## src/hdl/adc_cfg_pkg.sv

```systemverilog
// Constants shared by the converter configuration-port controller
package adc_cfg_pkg;

    // ----------------------------------------------------------------
    // Own register map, byte addresses on the AXI4-Lite bus
    // ----------------------------------------------------------------
    localparam logic [7:0] REG_CMD = 8'h00;
    localparam logic [7:0] REG_STATUS = 8'h04;
    localparam logic [7:0] REG_RDATA = 8'h08;
    localparam logic [7:0] REG_CTRL = 8'h0c;

    // Command word fields
    localparam int CMD_READ_BIT = 23;
    localparam int CMD_ADDR_LSB = 16;
    // Status bits
    localparam int ST_BUSY_BIT = 0;
    localparam int ST_FOUR_WIRE_BIT = 1;
    localparam int ST_LOCK_BIT = 2;
    localparam int ST_DONE_BIT = 3;
    localparam int ST_WAKING_BIT = 4;
    // Control bits
    localparam int CTRL_HRST_BIT = 0;
    localparam int CTRL_POWER_BIT = 1;
    localparam logic CTRL_POWER_RESET = 1'b1;

    // AXI responses
    localparam logic [1:0] RESP_OKAY = 2'h0;
    localparam logic [1:0] RESP_SLVERR = 2'h2;

    // ----------------------------------------------------------------
    // Far device: frame layout and register map
    // ----------------------------------------------------------------
    localparam int ADDR_BITS = 8;
    localparam int DATA_BITS = 16;
    localparam int FRAME_BITS = ADDR_BITS + DATA_BITS;
    localparam logic [6:0] DEV_CORRECTION_FORMAT = 7'h01;
    localparam logic [6:0] DEV_AUTO_CORRECTION = 7'h03;
    localparam logic [6:0] DEV_GENERAL_CONFIG = 7'h02;
    localparam logic [6:0] DEV_SOFT_RESET = 7'h00;
    localparam int WIRE_MODE_BIT = 15;
    localparam logic [15:0] HIGH_PERF_MASK = 16'h0002;
    localparam logic [15:0] AUTO_KEEP_MASK = 16'h0b18;
    localparam logic [15:0] SOFT_RESET_PATTERN = 16'hd2f0;

    // ----------------------------------------------------------------
    // Timing
    // ----------------------------------------------------------------
    localparam int CLK_PERIOD_NS = 100;
    localparam int HRST_MIN_NS = 20;
    localparam int HRST_CYC_RAW = (HRST_MIN_NS + CLK_PERIOD_NS - 1)
        / CLK_PERIOD_NS;
    localparam int HRST_CYCLES = (HRST_CYC_RAW < 1) ? 1 : HRST_CYC_RAW;
    localparam int WAKE_TIME_US = 2500;
    localparam int WAKE_CYCLES_DOC = (WAKE_TIME_US * 1000 + CLK_PERIOD_NS
        - 1) / CLK_PERIOD_NS;
    localparam int SCLK_HALF_CYCLES = 4;

    // ----------------------------------------------------------------
    // Controller states
    // ----------------------------------------------------------------
    typedef enum logic [2:0] {
        ST_IDLE = 3'b000,
        ST_RESET = 3'b001,
        ST_WAKE = 3'b010,
        ST_SHIFT = 3'b011,
        ST_GAP = 3'b100
    } host_state_type;

endpackage

```

## src/hdl/sync_2ff.sv

```systemverilog
// Two-flop synchroniser for pins arriving from outside the clock domain
`timescale 1ns/1ps
module sync_2ff #(
    parameter int WIDTH = 1
) (
    // Clock and reset
    input wire logic ref_clk_i,
    input wire logic rstn_i,
    // Asynchronous in, synchronous out
    input wire logic [WIDTH-1:0] d_i,
    output logic [WIDTH-1:0] q_o
);
    logic [WIDTH-1:0] meta;

    // First stage feeds only the second stage
    always_ff @(posedge ref_clk_i or negedge rstn_i) begin
        if (!rstn_i) begin
            meta <= '0;
            q_o <= '0;
        end else begin
            meta <= d_i;
            q_o <= meta;
        end
    end
endmodule

```

## src/hdl/tick_gen.sv

```systemverilog
// Half-period tick source for the serial clock divider
`timescale 1ns/1ps
module tick_gen #(
    parameter int HALF = 4
) (
    // Clock and reset
    input wire logic ref_clk_i,
    input wire logic rstn_i,
    // Control and tick
    input wire logic run_i,
    output logic tick_o
);
    localparam int CW = (HALF < 2) ? 1 : $clog2(HALF);
    logic [CW-1:0] cnt;

    if (HALF < 3) begin : g_chk
        $error("tick_gen: HALF must be at least 3");
    end

    // Counter restarts whenever the frame is not running
    always_ff @(posedge ref_clk_i or negedge rstn_i) begin
        if (!rstn_i) begin
            cnt <= '0;
            tick_o <= 1'b0;
        end else if (!run_i) begin
            cnt <= '0;
            tick_o <= 1'b0;
        end else if (cnt == CW'(HALF - 1)) begin
            cnt <= '0;
            tick_o <= 1'b1;
        end else begin
            cnt <= cnt + 1'b1;
            tick_o <= 1'b0;
        end
    end
endmodule

```

## src/hdl/adc_cfg_host.sv

```systemverilog
// Controller driving the converter's serial configuration port
//
// Implementation choice: the AXI4-Lite slave port.
`timescale 1ns/1ps
// Notes on behaviour
// - Port starts in three-wire mode after reset
// - One three-wire write sets four-wire mode
// - Frame is 8 address plus 16 data
// - Select returns high between frames
// - Hard reset pulse low above 20 ns
// - Read flag is A7, address A6..A0
// - Read bits D15..D0 sampled on falls
// - Read flag locks writes until cleared
// - Controller sets high-performance bit in each correction-format write
// - Correction restart written one then zero; the controller passes D14 as written
// - Auto-correction bits 11,9,8,4,3 kept one
module adc_cfg_host #(
    parameter int WAKE_CYCLES = adc_cfg_pkg::WAKE_CYCLES_DOC,
    parameter int SCLK_HALF = adc_cfg_pkg::SCLK_HALF_CYCLES
) (
    // Clock and reset
    input wire logic ref_clk_i,
    input wire logic rstn_i,
    // AXI4-Lite write channels
    input wire logic [7:0] s_axi_awaddr_i,
    input wire logic s_axi_awvalid_i,
    output logic s_axi_awready_o,
    input wire logic [31:0] s_axi_wdata_i,
    input wire logic [3:0] s_axi_wstrb_i,
    input wire logic s_axi_wvalid_i,
    output logic s_axi_wready_o,
    output logic [1:0] s_axi_bresp_o,
    output logic s_axi_bvalid_o,
    input wire logic s_axi_bready_i,
    // AXI4-Lite read channels
    input wire logic [7:0] s_axi_araddr_i,
    input wire logic s_axi_arvalid_i,
    output logic s_axi_arready_o,
    output logic [31:0] s_axi_rdata_o,
    output logic [1:0] s_axi_rresp_o,
    output logic s_axi_rvalid_o,
    input wire logic s_axi_rready_i,
    // Configuration port pins
    output logic serial_select_n_o,
    output logic sclk_o,
    output logic sdio_o,
    output logic sdio_oe_o,
    input wire logic sdio_i,
    input wire logic serial_out_line_i,
    // Device reset and power
    output logic hard_reset_n_o,
    output logic power_enable_o
);
    import adc_cfg_pkg::*;

    // ----------------------------------------------------------------
    // State
    // ----------------------------------------------------------------
    localparam int WCW = $clog2(WAKE_CYCLES + 1);

    if (WAKE_CYCLES < HRST_CYCLES || WAKE_CYCLES < 1) begin : g_chk
        $error("adc_cfg_host: WAKE_CYCLES too small");
    end

    typedef struct packed {
        host_state_type state;
        logic [WCW-1:0] wait_cnt;
        logic [4:0] bit_cnt;
        logic [FRAME_BITS-1:0] frame;
        logic [DATA_BITS-1:0] rx;
        logic [DATA_BITS-1:0] rdata_dev;
        logic [FRAME_BITS-1:0] cmd;
        logic is_read;
        logic four_wire;
        logic read_lock;
        logic done;
        logic power_en;
        logic hard_rst_n;
        logic cs_n;
        logic sclk;
        logic serial_out_line;
        logic sdo_oe;
        logic aw_hold;
        logic [7:0] aw_addr;
        logic w_hold;
        logic [31:0] w_data;
        logic [3:0] w_strb;
        logic awready;
        logic wready;
        logic arready;
        logic bvalid;
        logic [1:0] bresp;
        logic rvalid;
        logic [31:0] rdata;
        logic [1:0] rresp;
    } host_regs_type;

    host_regs_type r;
    host_regs_type n;
    logic tick;
    logic [1:0] pins_sync;
    logic din;

    // ----------------------------------------------------------------
    // Pin synchronisers and serial clock divider
    // ----------------------------------------------------------------
    sync_2ff #(.WIDTH(2)) u_sync (
        .ref_clk_i(ref_clk_i),
        .rstn_i(rstn_i),
        .d_i({serial_out_line_i, sdio_i}),
        .q_o(pins_sync)
    );

    tick_gen #(.HALF(SCLK_HALF)) u_tick (
        .ref_clk_i(ref_clk_i),
        .rstn_i(rstn_i),
        .run_i(r.state == ST_SHIFT || r.state == ST_GAP),
        .tick_o(tick)
    );

    // Dedicated output pin carries read data once four-wire is on
    assign din = r.four_wire ? pins_sync[1] : pins_sync[0];

    // Byte-lane merge for partial writes
    function automatic logic [31:0] merge(input logic [31:0] old,
        input logic [31:0] nw, input logic [3:0] strb);
        logic [31:0] res;
        res = old;
        for (int i = 0; i < 4; i++) begin
            if (strb[i]) begin
                res[8*i +: 8] = nw[8*i +: 8];
            end
        end
        return res;
    endfunction

    // ----------------------------------------------------------------
    // Next-state logic
    // ----------------------------------------------------------------
    always_comb begin
        logic [31:0] wd;
        logic [6:0] dev_addr;
        logic [15:0] dev_data;
        logic rd_flag;
        logic [7:0] wa;
        logic [7:0] ra;
        wd = '0;
        dev_addr = '0;
        dev_data = '0;
        rd_flag = 1'b0;
        wa = {r.aw_addr[7:2], 2'b00};
        ra = {s_axi_araddr_i[7:2], 2'b00};
        n = r;
        unique case (r.state)
            ST_IDLE: begin
            end
            ST_RESET: begin
                n.hard_rst_n = 1'b0;
                if (r.wait_cnt >= WCW'(HRST_CYCLES - 1)) begin
                    n.hard_rst_n = 1'b1;
                    n.state = ST_IDLE;
                    n.wait_cnt = '0;
                    n.four_wire = 1'b0;
                    n.read_lock = 1'b0;
                end else begin
                    n.wait_cnt = r.wait_cnt + 1'b1;
                end
            end
            ST_WAKE: begin
                if (r.wait_cnt == '0) begin
                    n.state = ST_IDLE;
                end else begin
                    n.wait_cnt = r.wait_cnt - 1'b1;
                end
            end
            ST_SHIFT: begin
                if (tick && !r.sclk) begin
                    n.sclk = 1'b1;
                end else if (tick) begin
                    n.sclk = 1'b0;
                    if (r.is_read && r.bit_cnt < 5'd16) begin
                        n.rx = {r.rx[14:0], din};
                    end
                    if (r.bit_cnt == 5'd0) begin
                        n.state = ST_GAP;
                        n.serial_out_line = 1'b0;
                        n.sdo_oe = 1'b0;
                        n.read_lock = r.is_read;
                        if (r.is_read) begin
                            n.rdata_dev = {r.rx[14:0], din};
                        end else if (r.frame[22:16] == DEV_GENERAL_CONFIG) begin
                            n.four_wire = r.frame[WIRE_MODE_BIT];
                        end else if (r.frame[22:16] == DEV_SOFT_RESET &&
                            r.frame[15:0] == SOFT_RESET_PATTERN) begin
                            n.four_wire = 1'b0;
                        end
                    end else begin
                        n.bit_cnt = r.bit_cnt - 1'b1;
                        n.serial_out_line = r.frame[n.bit_cnt];
                        n.sdo_oe = !(r.is_read && !r.four_wire &&
                            n.bit_cnt < 5'd16);
                    end
                end
            end
            ST_GAP: begin
                if (tick && !r.cs_n) begin
                    n.cs_n = 1'b1;
                end else if (tick) begin
                    n.state = ST_IDLE;
                    n.done = 1'b1;
                end
            end
            default: n.state = ST_IDLE;
        endcase

        // AXI write address and data taken independently
        if (s_axi_awvalid_i && r.awready) begin
            n.aw_hold = 1'b1;
            n.aw_addr = s_axi_awaddr_i;
        end
        if (s_axi_wvalid_i && r.wready) begin
            n.w_hold = 1'b1;
            n.w_data = s_axi_wdata_i;
            n.w_strb = s_axi_wstrb_i;
        end
        if (r.bvalid && s_axi_bready_i) begin
            n.bvalid = 1'b0;
        end

        // Execute a write once both halves are held
        if (r.aw_hold && r.w_hold) begin
            n.aw_hold = 1'b0;
            n.w_hold = 1'b0;
            n.bvalid = 1'b1;
            n.bresp = RESP_OKAY;
            if (wa == REG_CMD && r.state == ST_IDLE) begin
                wd = merge({8'h00, r.cmd}, r.w_data, r.w_strb);
                // read flag on top, address below
                rd_flag = wd[CMD_READ_BIT];
                dev_addr = wd[CMD_ADDR_LSB +: 7];
                dev_data = wd[15:0];
                if (!rd_flag && dev_addr == DEV_CORRECTION_FORMAT) begin
                    dev_data = dev_data | HIGH_PERF_MASK;
                end
                // restart bit D14 passed as written
                if (!rd_flag && dev_addr == DEV_AUTO_CORRECTION) begin
                    dev_data = dev_data | AUTO_KEEP_MASK;
                end
                n.cmd = wd[FRAME_BITS-1:0];
                n.frame = {rd_flag, dev_addr, dev_data};
                n.is_read = rd_flag;
                n.bit_cnt = 5'(FRAME_BITS - 1);
                n.cs_n = 1'b0;
                n.sclk = 1'b0;
                n.serial_out_line = rd_flag;
                n.sdo_oe = 1'b1;
                n.done = 1'b0;
                n.rx = '0;
                n.state = ST_SHIFT;
            end else if (wa == REG_CTRL && r.state == ST_IDLE) begin
                wd = merge({30'h0, r.power_en, 1'b0}, r.w_data, r.w_strb);
                n.power_en = wd[CTRL_POWER_BIT];
                if (wd[CTRL_HRST_BIT]) begin
                    n.hard_rst_n = 1'b0;
                    n.wait_cnt = '0;
                    n.state = ST_RESET;
                end else if (wd[CTRL_POWER_BIT] && !r.power_en) begin
                    n.wait_cnt = WCW'(WAKE_CYCLES - 1);
                    n.state = ST_WAKE;
                end
            end else begin
                n.bresp = RESP_SLVERR;
            end
        end

        // AXI read
        if (r.rvalid && s_axi_rready_i) begin
            n.rvalid = 1'b0;
        end
        if (s_axi_arvalid_i && r.arready) begin
            n.rvalid = 1'b1;
            n.rresp = RESP_OKAY;
            n.rdata = '0;
            unique case (ra)
                REG_CMD: n.rdata = {8'h00, r.cmd};
                REG_STATUS: begin
                    n.rdata[ST_BUSY_BIT] = r.state != ST_IDLE;
                    n.rdata[ST_FOUR_WIRE_BIT] = r.four_wire;
                    n.rdata[ST_LOCK_BIT] = r.read_lock;
                    n.rdata[ST_DONE_BIT] = r.done;
                    n.rdata[ST_WAKING_BIT] = r.state == ST_WAKE;
                end
                REG_RDATA: n.rdata = {16'h0000, r.rdata_dev};
                REG_CTRL: n.rdata[CTRL_POWER_BIT] = r.power_en;
                default: n.rresp = RESP_SLVERR;
            endcase
        end

        // Ready flags registered so every output comes from a flop
        n.awready = !n.aw_hold && !n.bvalid;
        n.wready = !n.w_hold && !n.bvalid;
        n.arready = !n.rvalid;
    end

    // Power-up enters the hard reset sequence on its own
    always_ff @(posedge ref_clk_i or negedge rstn_i) begin
        if (!rstn_i) begin
            r <= '0;
            r.state <= ST_RESET;
            r.cs_n <= 1'b1;
            r.power_en <= CTRL_POWER_RESET;
        end else begin
            r <= n;
        end
    end

    // ----------------------------------------------------------------
    // Outputs
    // ----------------------------------------------------------------
    assign s_axi_awready_o = r.awready;
    assign s_axi_wready_o = r.wready;
    assign s_axi_bresp_o = r.bresp;
    assign s_axi_bvalid_o = r.bvalid;
    assign s_axi_arready_o = r.arready;
    assign s_axi_rdata_o = r.rdata;
    assign s_axi_rresp_o = r.rresp;
    assign s_axi_rvalid_o = r.rvalid;
    assign serial_select_n_o = r.cs_n;
    assign sclk_o = r.sclk;
    assign sdio_o = r.serial_out_line;
    assign sdio_oe_o = r.sdo_oe;
    assign hard_reset_n_o = r.hard_rst_n;
    assign power_enable_o = r.power_en;

    // ----------------------------------------------------------------
    // Assertions
    // ----------------------------------------------------------------
    logic [4:0] rise_cnt;
    always_ff @(posedge ref_clk_i or negedge rstn_i) begin
        if (!rstn_i) begin
            rise_cnt <= '0;
        end else if (r.cs_n) begin
            rise_cnt <= '0;
        end else if (n.sclk && !r.sclk) begin
            rise_cnt <= rise_cnt + 1'b1;
        end
    end
endmodule

```

## config.mk

```make
export PLATFORM = sky130hd
export DESIGN_NAME = adc_cfg_host
export DESIGN_NICKNAME = d
export VERILOG_FILES = /design/src/hdl/adc_cfg_pkg.sv /design/src/hdl/sync_2ff.sv /design/src/hdl/tick_gen.sv /design/src/hdl/adc_cfg_host.sv
export SDC_FILE = /design/constraint.sdc
export NUM_CORES = 1
export LEC_CHECK = 0
export ABC_AREA = 1
export BUFFER_PORTS_ARGS = -buffer_cell sky130_fd_sc_hd__buf_2
export CORE_ASPECT_RATIO = 1.75
export CORE_UTILIZATION = 35
export CTS_CLUSTER_SIZE = 8
export DETAILED_ROUTE_END_ITERATION = 16
export GPL_TIMING_DRIVEN = 0
export PLACE_DENSITY = 0.56
export SETUP_SLACK_MARGIN = 0.3
export SYNTH_ARGS = -nofsm -noshare
export SYNTH_HDL_FRONTEND = slang
export SYNTH_SLANG_ARGS = --single-unit
```

## constraint.sdc

```tcl
create_clock -name ref_clk_i -period 6.3 [get_ports ref_clk_i]
set_clock_uncertainty 0.15 [all_clocks]
set_input_delay 0.63 -clock ref_clk_i [delete_from_list [all_inputs] [get_ports ref_clk_i]]
set_output_delay 0.63 -clock ref_clk_i [all_outputs]
set_load 0.02 [all_outputs]
```

==> results.toml <==
[setup_path]
rr_worst_depth = 13
worstPathArrival_ns = 2.51
cp_slowest_stage_delay_ns = 0.43
crit_path_end_kind = "flop"
path_max_fanout = 10
critical_path.cell_chain = "inv_1 -> buf_2 -> ha_1 -> inv_1 -> nand3_1 -> nand2_1 -> nand2_1 -> nand3_1 -> nand2_1 -> inv_1 -> nand2_1 -> nand2_1 -> nand2_1"
critPathTopFamily = "buffers and inverters"
crit_path_start_kind = "flop"
worst-path-buf-inv = 4
cpMaxStageDelayCell = "dfrtp_1"
worstSetupPathDepth = 13
cp.required_ns = 6.48
cpMostUsedCell = "nand2_1"
rrSetupSlack_ns = 3.97
critPathKind = "flop to flop"

[drt]
wl_per_cell_um = 15.4
vias_per_cell = 4.75
vias = 6613
drc = 0
ant_nets = 0
drt_iter0_drc = 356
drt-total-wl_um = 21500
firstDrtPassIters = 4

[min_path]
holdPathStages = 1
min_path_type = "primary input to flop"

[pwr]
swShare = 0.414
p_sw_w = 0.00178
ir_drop_mv = 0.248
power.density_nw_per_um2 = 445
totalPowerFinal_w = 0.00431
pwr-share-comb = 0.385
p_seq_frac = 0.358
clkPwrFrac = 0.257
p_leak_nw = 4.99
internal_power_w = 0.00252

[die]
core_area_um2 = 22800
start_util = 0.358
die_height_um = 204
chipWidth_um = 118
ioPinCount = 108
die_area_um2 = 24000
rows = 73

[sta]
report.final.slew_viol_count = 0
rsz0062_at_grt = "false"
post-route-period-util = 0.369
setup_viol = 0
fin_ws_ns = 3.97
final_hold_viol_count = 0
clock.fmax_ghz = 0.430
whs_ns = 0.151
worst_slew_pin_slew_ns = 0.765
post-route-min-period_ns = 2.33
max_slew_margin = 0.490
setup_tns_ns = 0

[place]
dp_hpwl_um = 16300
place.gp.congestion = 0.878
preCtsSetupSlack_ns = 3.88
io_buffers = 84

[cells_and_area]
final_common_cell = "nand2_1"
syn2layout_area_growth_pct = 18.3
n_antenna_cell = 0
layout_common_cells = "nand2_1, dfrtp_1, inv_1"
drive_gt1_frac = 0.217
nNetsFinal = 1146
final_core_util = 0.424

[global_route]
grt_max_degree = 105
overflow = 0
grt_use_total = 0.191
grt_pass1_wl_um = 34900
antenna_found_initial = 0
grt_pass1_vias = 6768

[cts]
clk_path_buf_depth = 2
cts_resized = 0
cts_tree = "yes"
post-cts-setup-buffers = 0
h-tree-depth = 4
clockRootBuffer = "clkbuf_16"
clk_latency_ns = 0.44
clkSlewWorstSetupHoldPaths_ns = 0.07
clock_sinks = 166
cts_buffers = 17

[yosys]
syn_avg_cell_area_um2 = 8.47
synth-edff-count = 0
synth_cell_types = 49
ys_ff_latch = 166
synthCells = 966
yosys-top-cells-area = "dfrtp_1, nand2_1, inv_1, buf_4, o21ai_0"
synth_top_area_cell = "dfrtp_1"
syn_area_um2 = 8180
yosys_most_used_dff = "dfrtp_1"
ys_warn_count = 0
seq_area_frac_synth = 0.508
async_flop_share = 1.00
synth_top_area_share = 0.498

[outcome]
status = "completed"

[job]
drv_cap = 0
-- metal layers --
| layer | wire length [um] | up-vias | GRT usage |
|---|---|---|---|
| met5 | 0 | - | 0 |
| met4 | 1000 | 0 | 0.113 |
| met3 | 418 | 42 | 0.0315 |
| met2 | 12000 | 97 | 0.361 |
| met1 | 8100 | 3169 | 0.195 |
| li1 | - | 3305 | - |
-- state kept, by name, indices dropped and copies added (netlist names), named ones only --
register / count
s_axi_bresp_o: 1
power_enable_o: 1
s_axi_rvalid_o: 1
sdio_oe_o: 1
u_sync.q_o: 2
hard_reset_n_o: 1
u_sync.meta: 2
serial_select_n_o: 1
s_axi_arready_o: 1
s_axi_bvalid_o: 1
sdio_o: 1
s_axi_wready_o: 1
s_axi_rresp_o: 1
u_tick.cnt: 2
s_axi_rdata_o: 24
u_tick.tick_o: 1
sclk_o: 1
r: 112
s_axi_awready_o: 1
-- what timing repair did --
item / in CTS / in global routing
hold endpoints to repair: 25 / 0
endpoints found under the setup margin: 0 / 0
hold buffers: 1 / 0
-- synthesized netlist by cell type (6+ instances only) --
cell type  instances
a21oi_1           42
a22oi_1           19
buf_2             12
buf_4             38
clkbuf_1          10
dfrtp_1          163
inv_1             96
inv_2              8
nand2_1          270
nand3_1           46
nand4_1           14
nor2_1            61
nor2_2             7
nor2_4            11
nor3_1             8
o21ai_0           53
o21ai_1           22
o21ai_2           16
o31ai_1            9
xor2_1             6
-- power by group through the flow --
stage | registers (W) | logic (W) | clock network (W)
after floorplan | 0.00151 | 0.00122 | 0
after global placement | 0.00156 | 0.00164 | 0
after detailed placement | 0.00156 | 0.00166 | 0
after CTS | 0.00155 | 0.00167 | 0.00113
after global routing | 0.00158 | 0.00189 | 0.00117
final | 0.00154 | 0.00166 | 0.00111
-- worst paths after layout --
check | from | endpoint
worst max-delay path | r[177] | sdio_o
worst min-delay path | sdio_i | u_sync.meta[0]
worst max register to register | r[177] | sdio_o
worst min register to register | u_sync.meta[1] | u_sync.q_o[1]
max in group asynchronous | rstn_i | r[149]
min in group asynchronous | rstn_i | r[82]
-- cells by family after synthesis --
logic type,after synthesis,share of synthesized area
and+or+nand+nor,441,0.246
AOI/OAI and AO/OA,172,0.124
muxes,1,0.00122
xor gates and xnor gates,8,0.00856
buffers and inverters,172,0.104
adders and majority gates,5,0.00765
other,1,0.000458
DFF,166,0.508
-- metrics by stage --
step                      cells  cell area, um2
after floorplan             975            8220
after global placement     1359            9010
after detailed placement   1360            9050
after CTS                  1393            9680
after global routing       1393            9680
final                      1393            9680
-- layout make-up --
cell class / instances / area (um2)
Buffer: 65 / 439
Clock buffer: 19 / 453
Clock inverter: 13 / 168
Fill cell: 2389 / 13200
Inverter: 107 / 408
Multi-Input combinational cell: 637 / 3210
Sequential cell: 166 / 4160
Tap cell: 300 / 375
Timing Repair Buffer: 86 / 468
No activity file was read; power rests on OpenSTA's default activity.
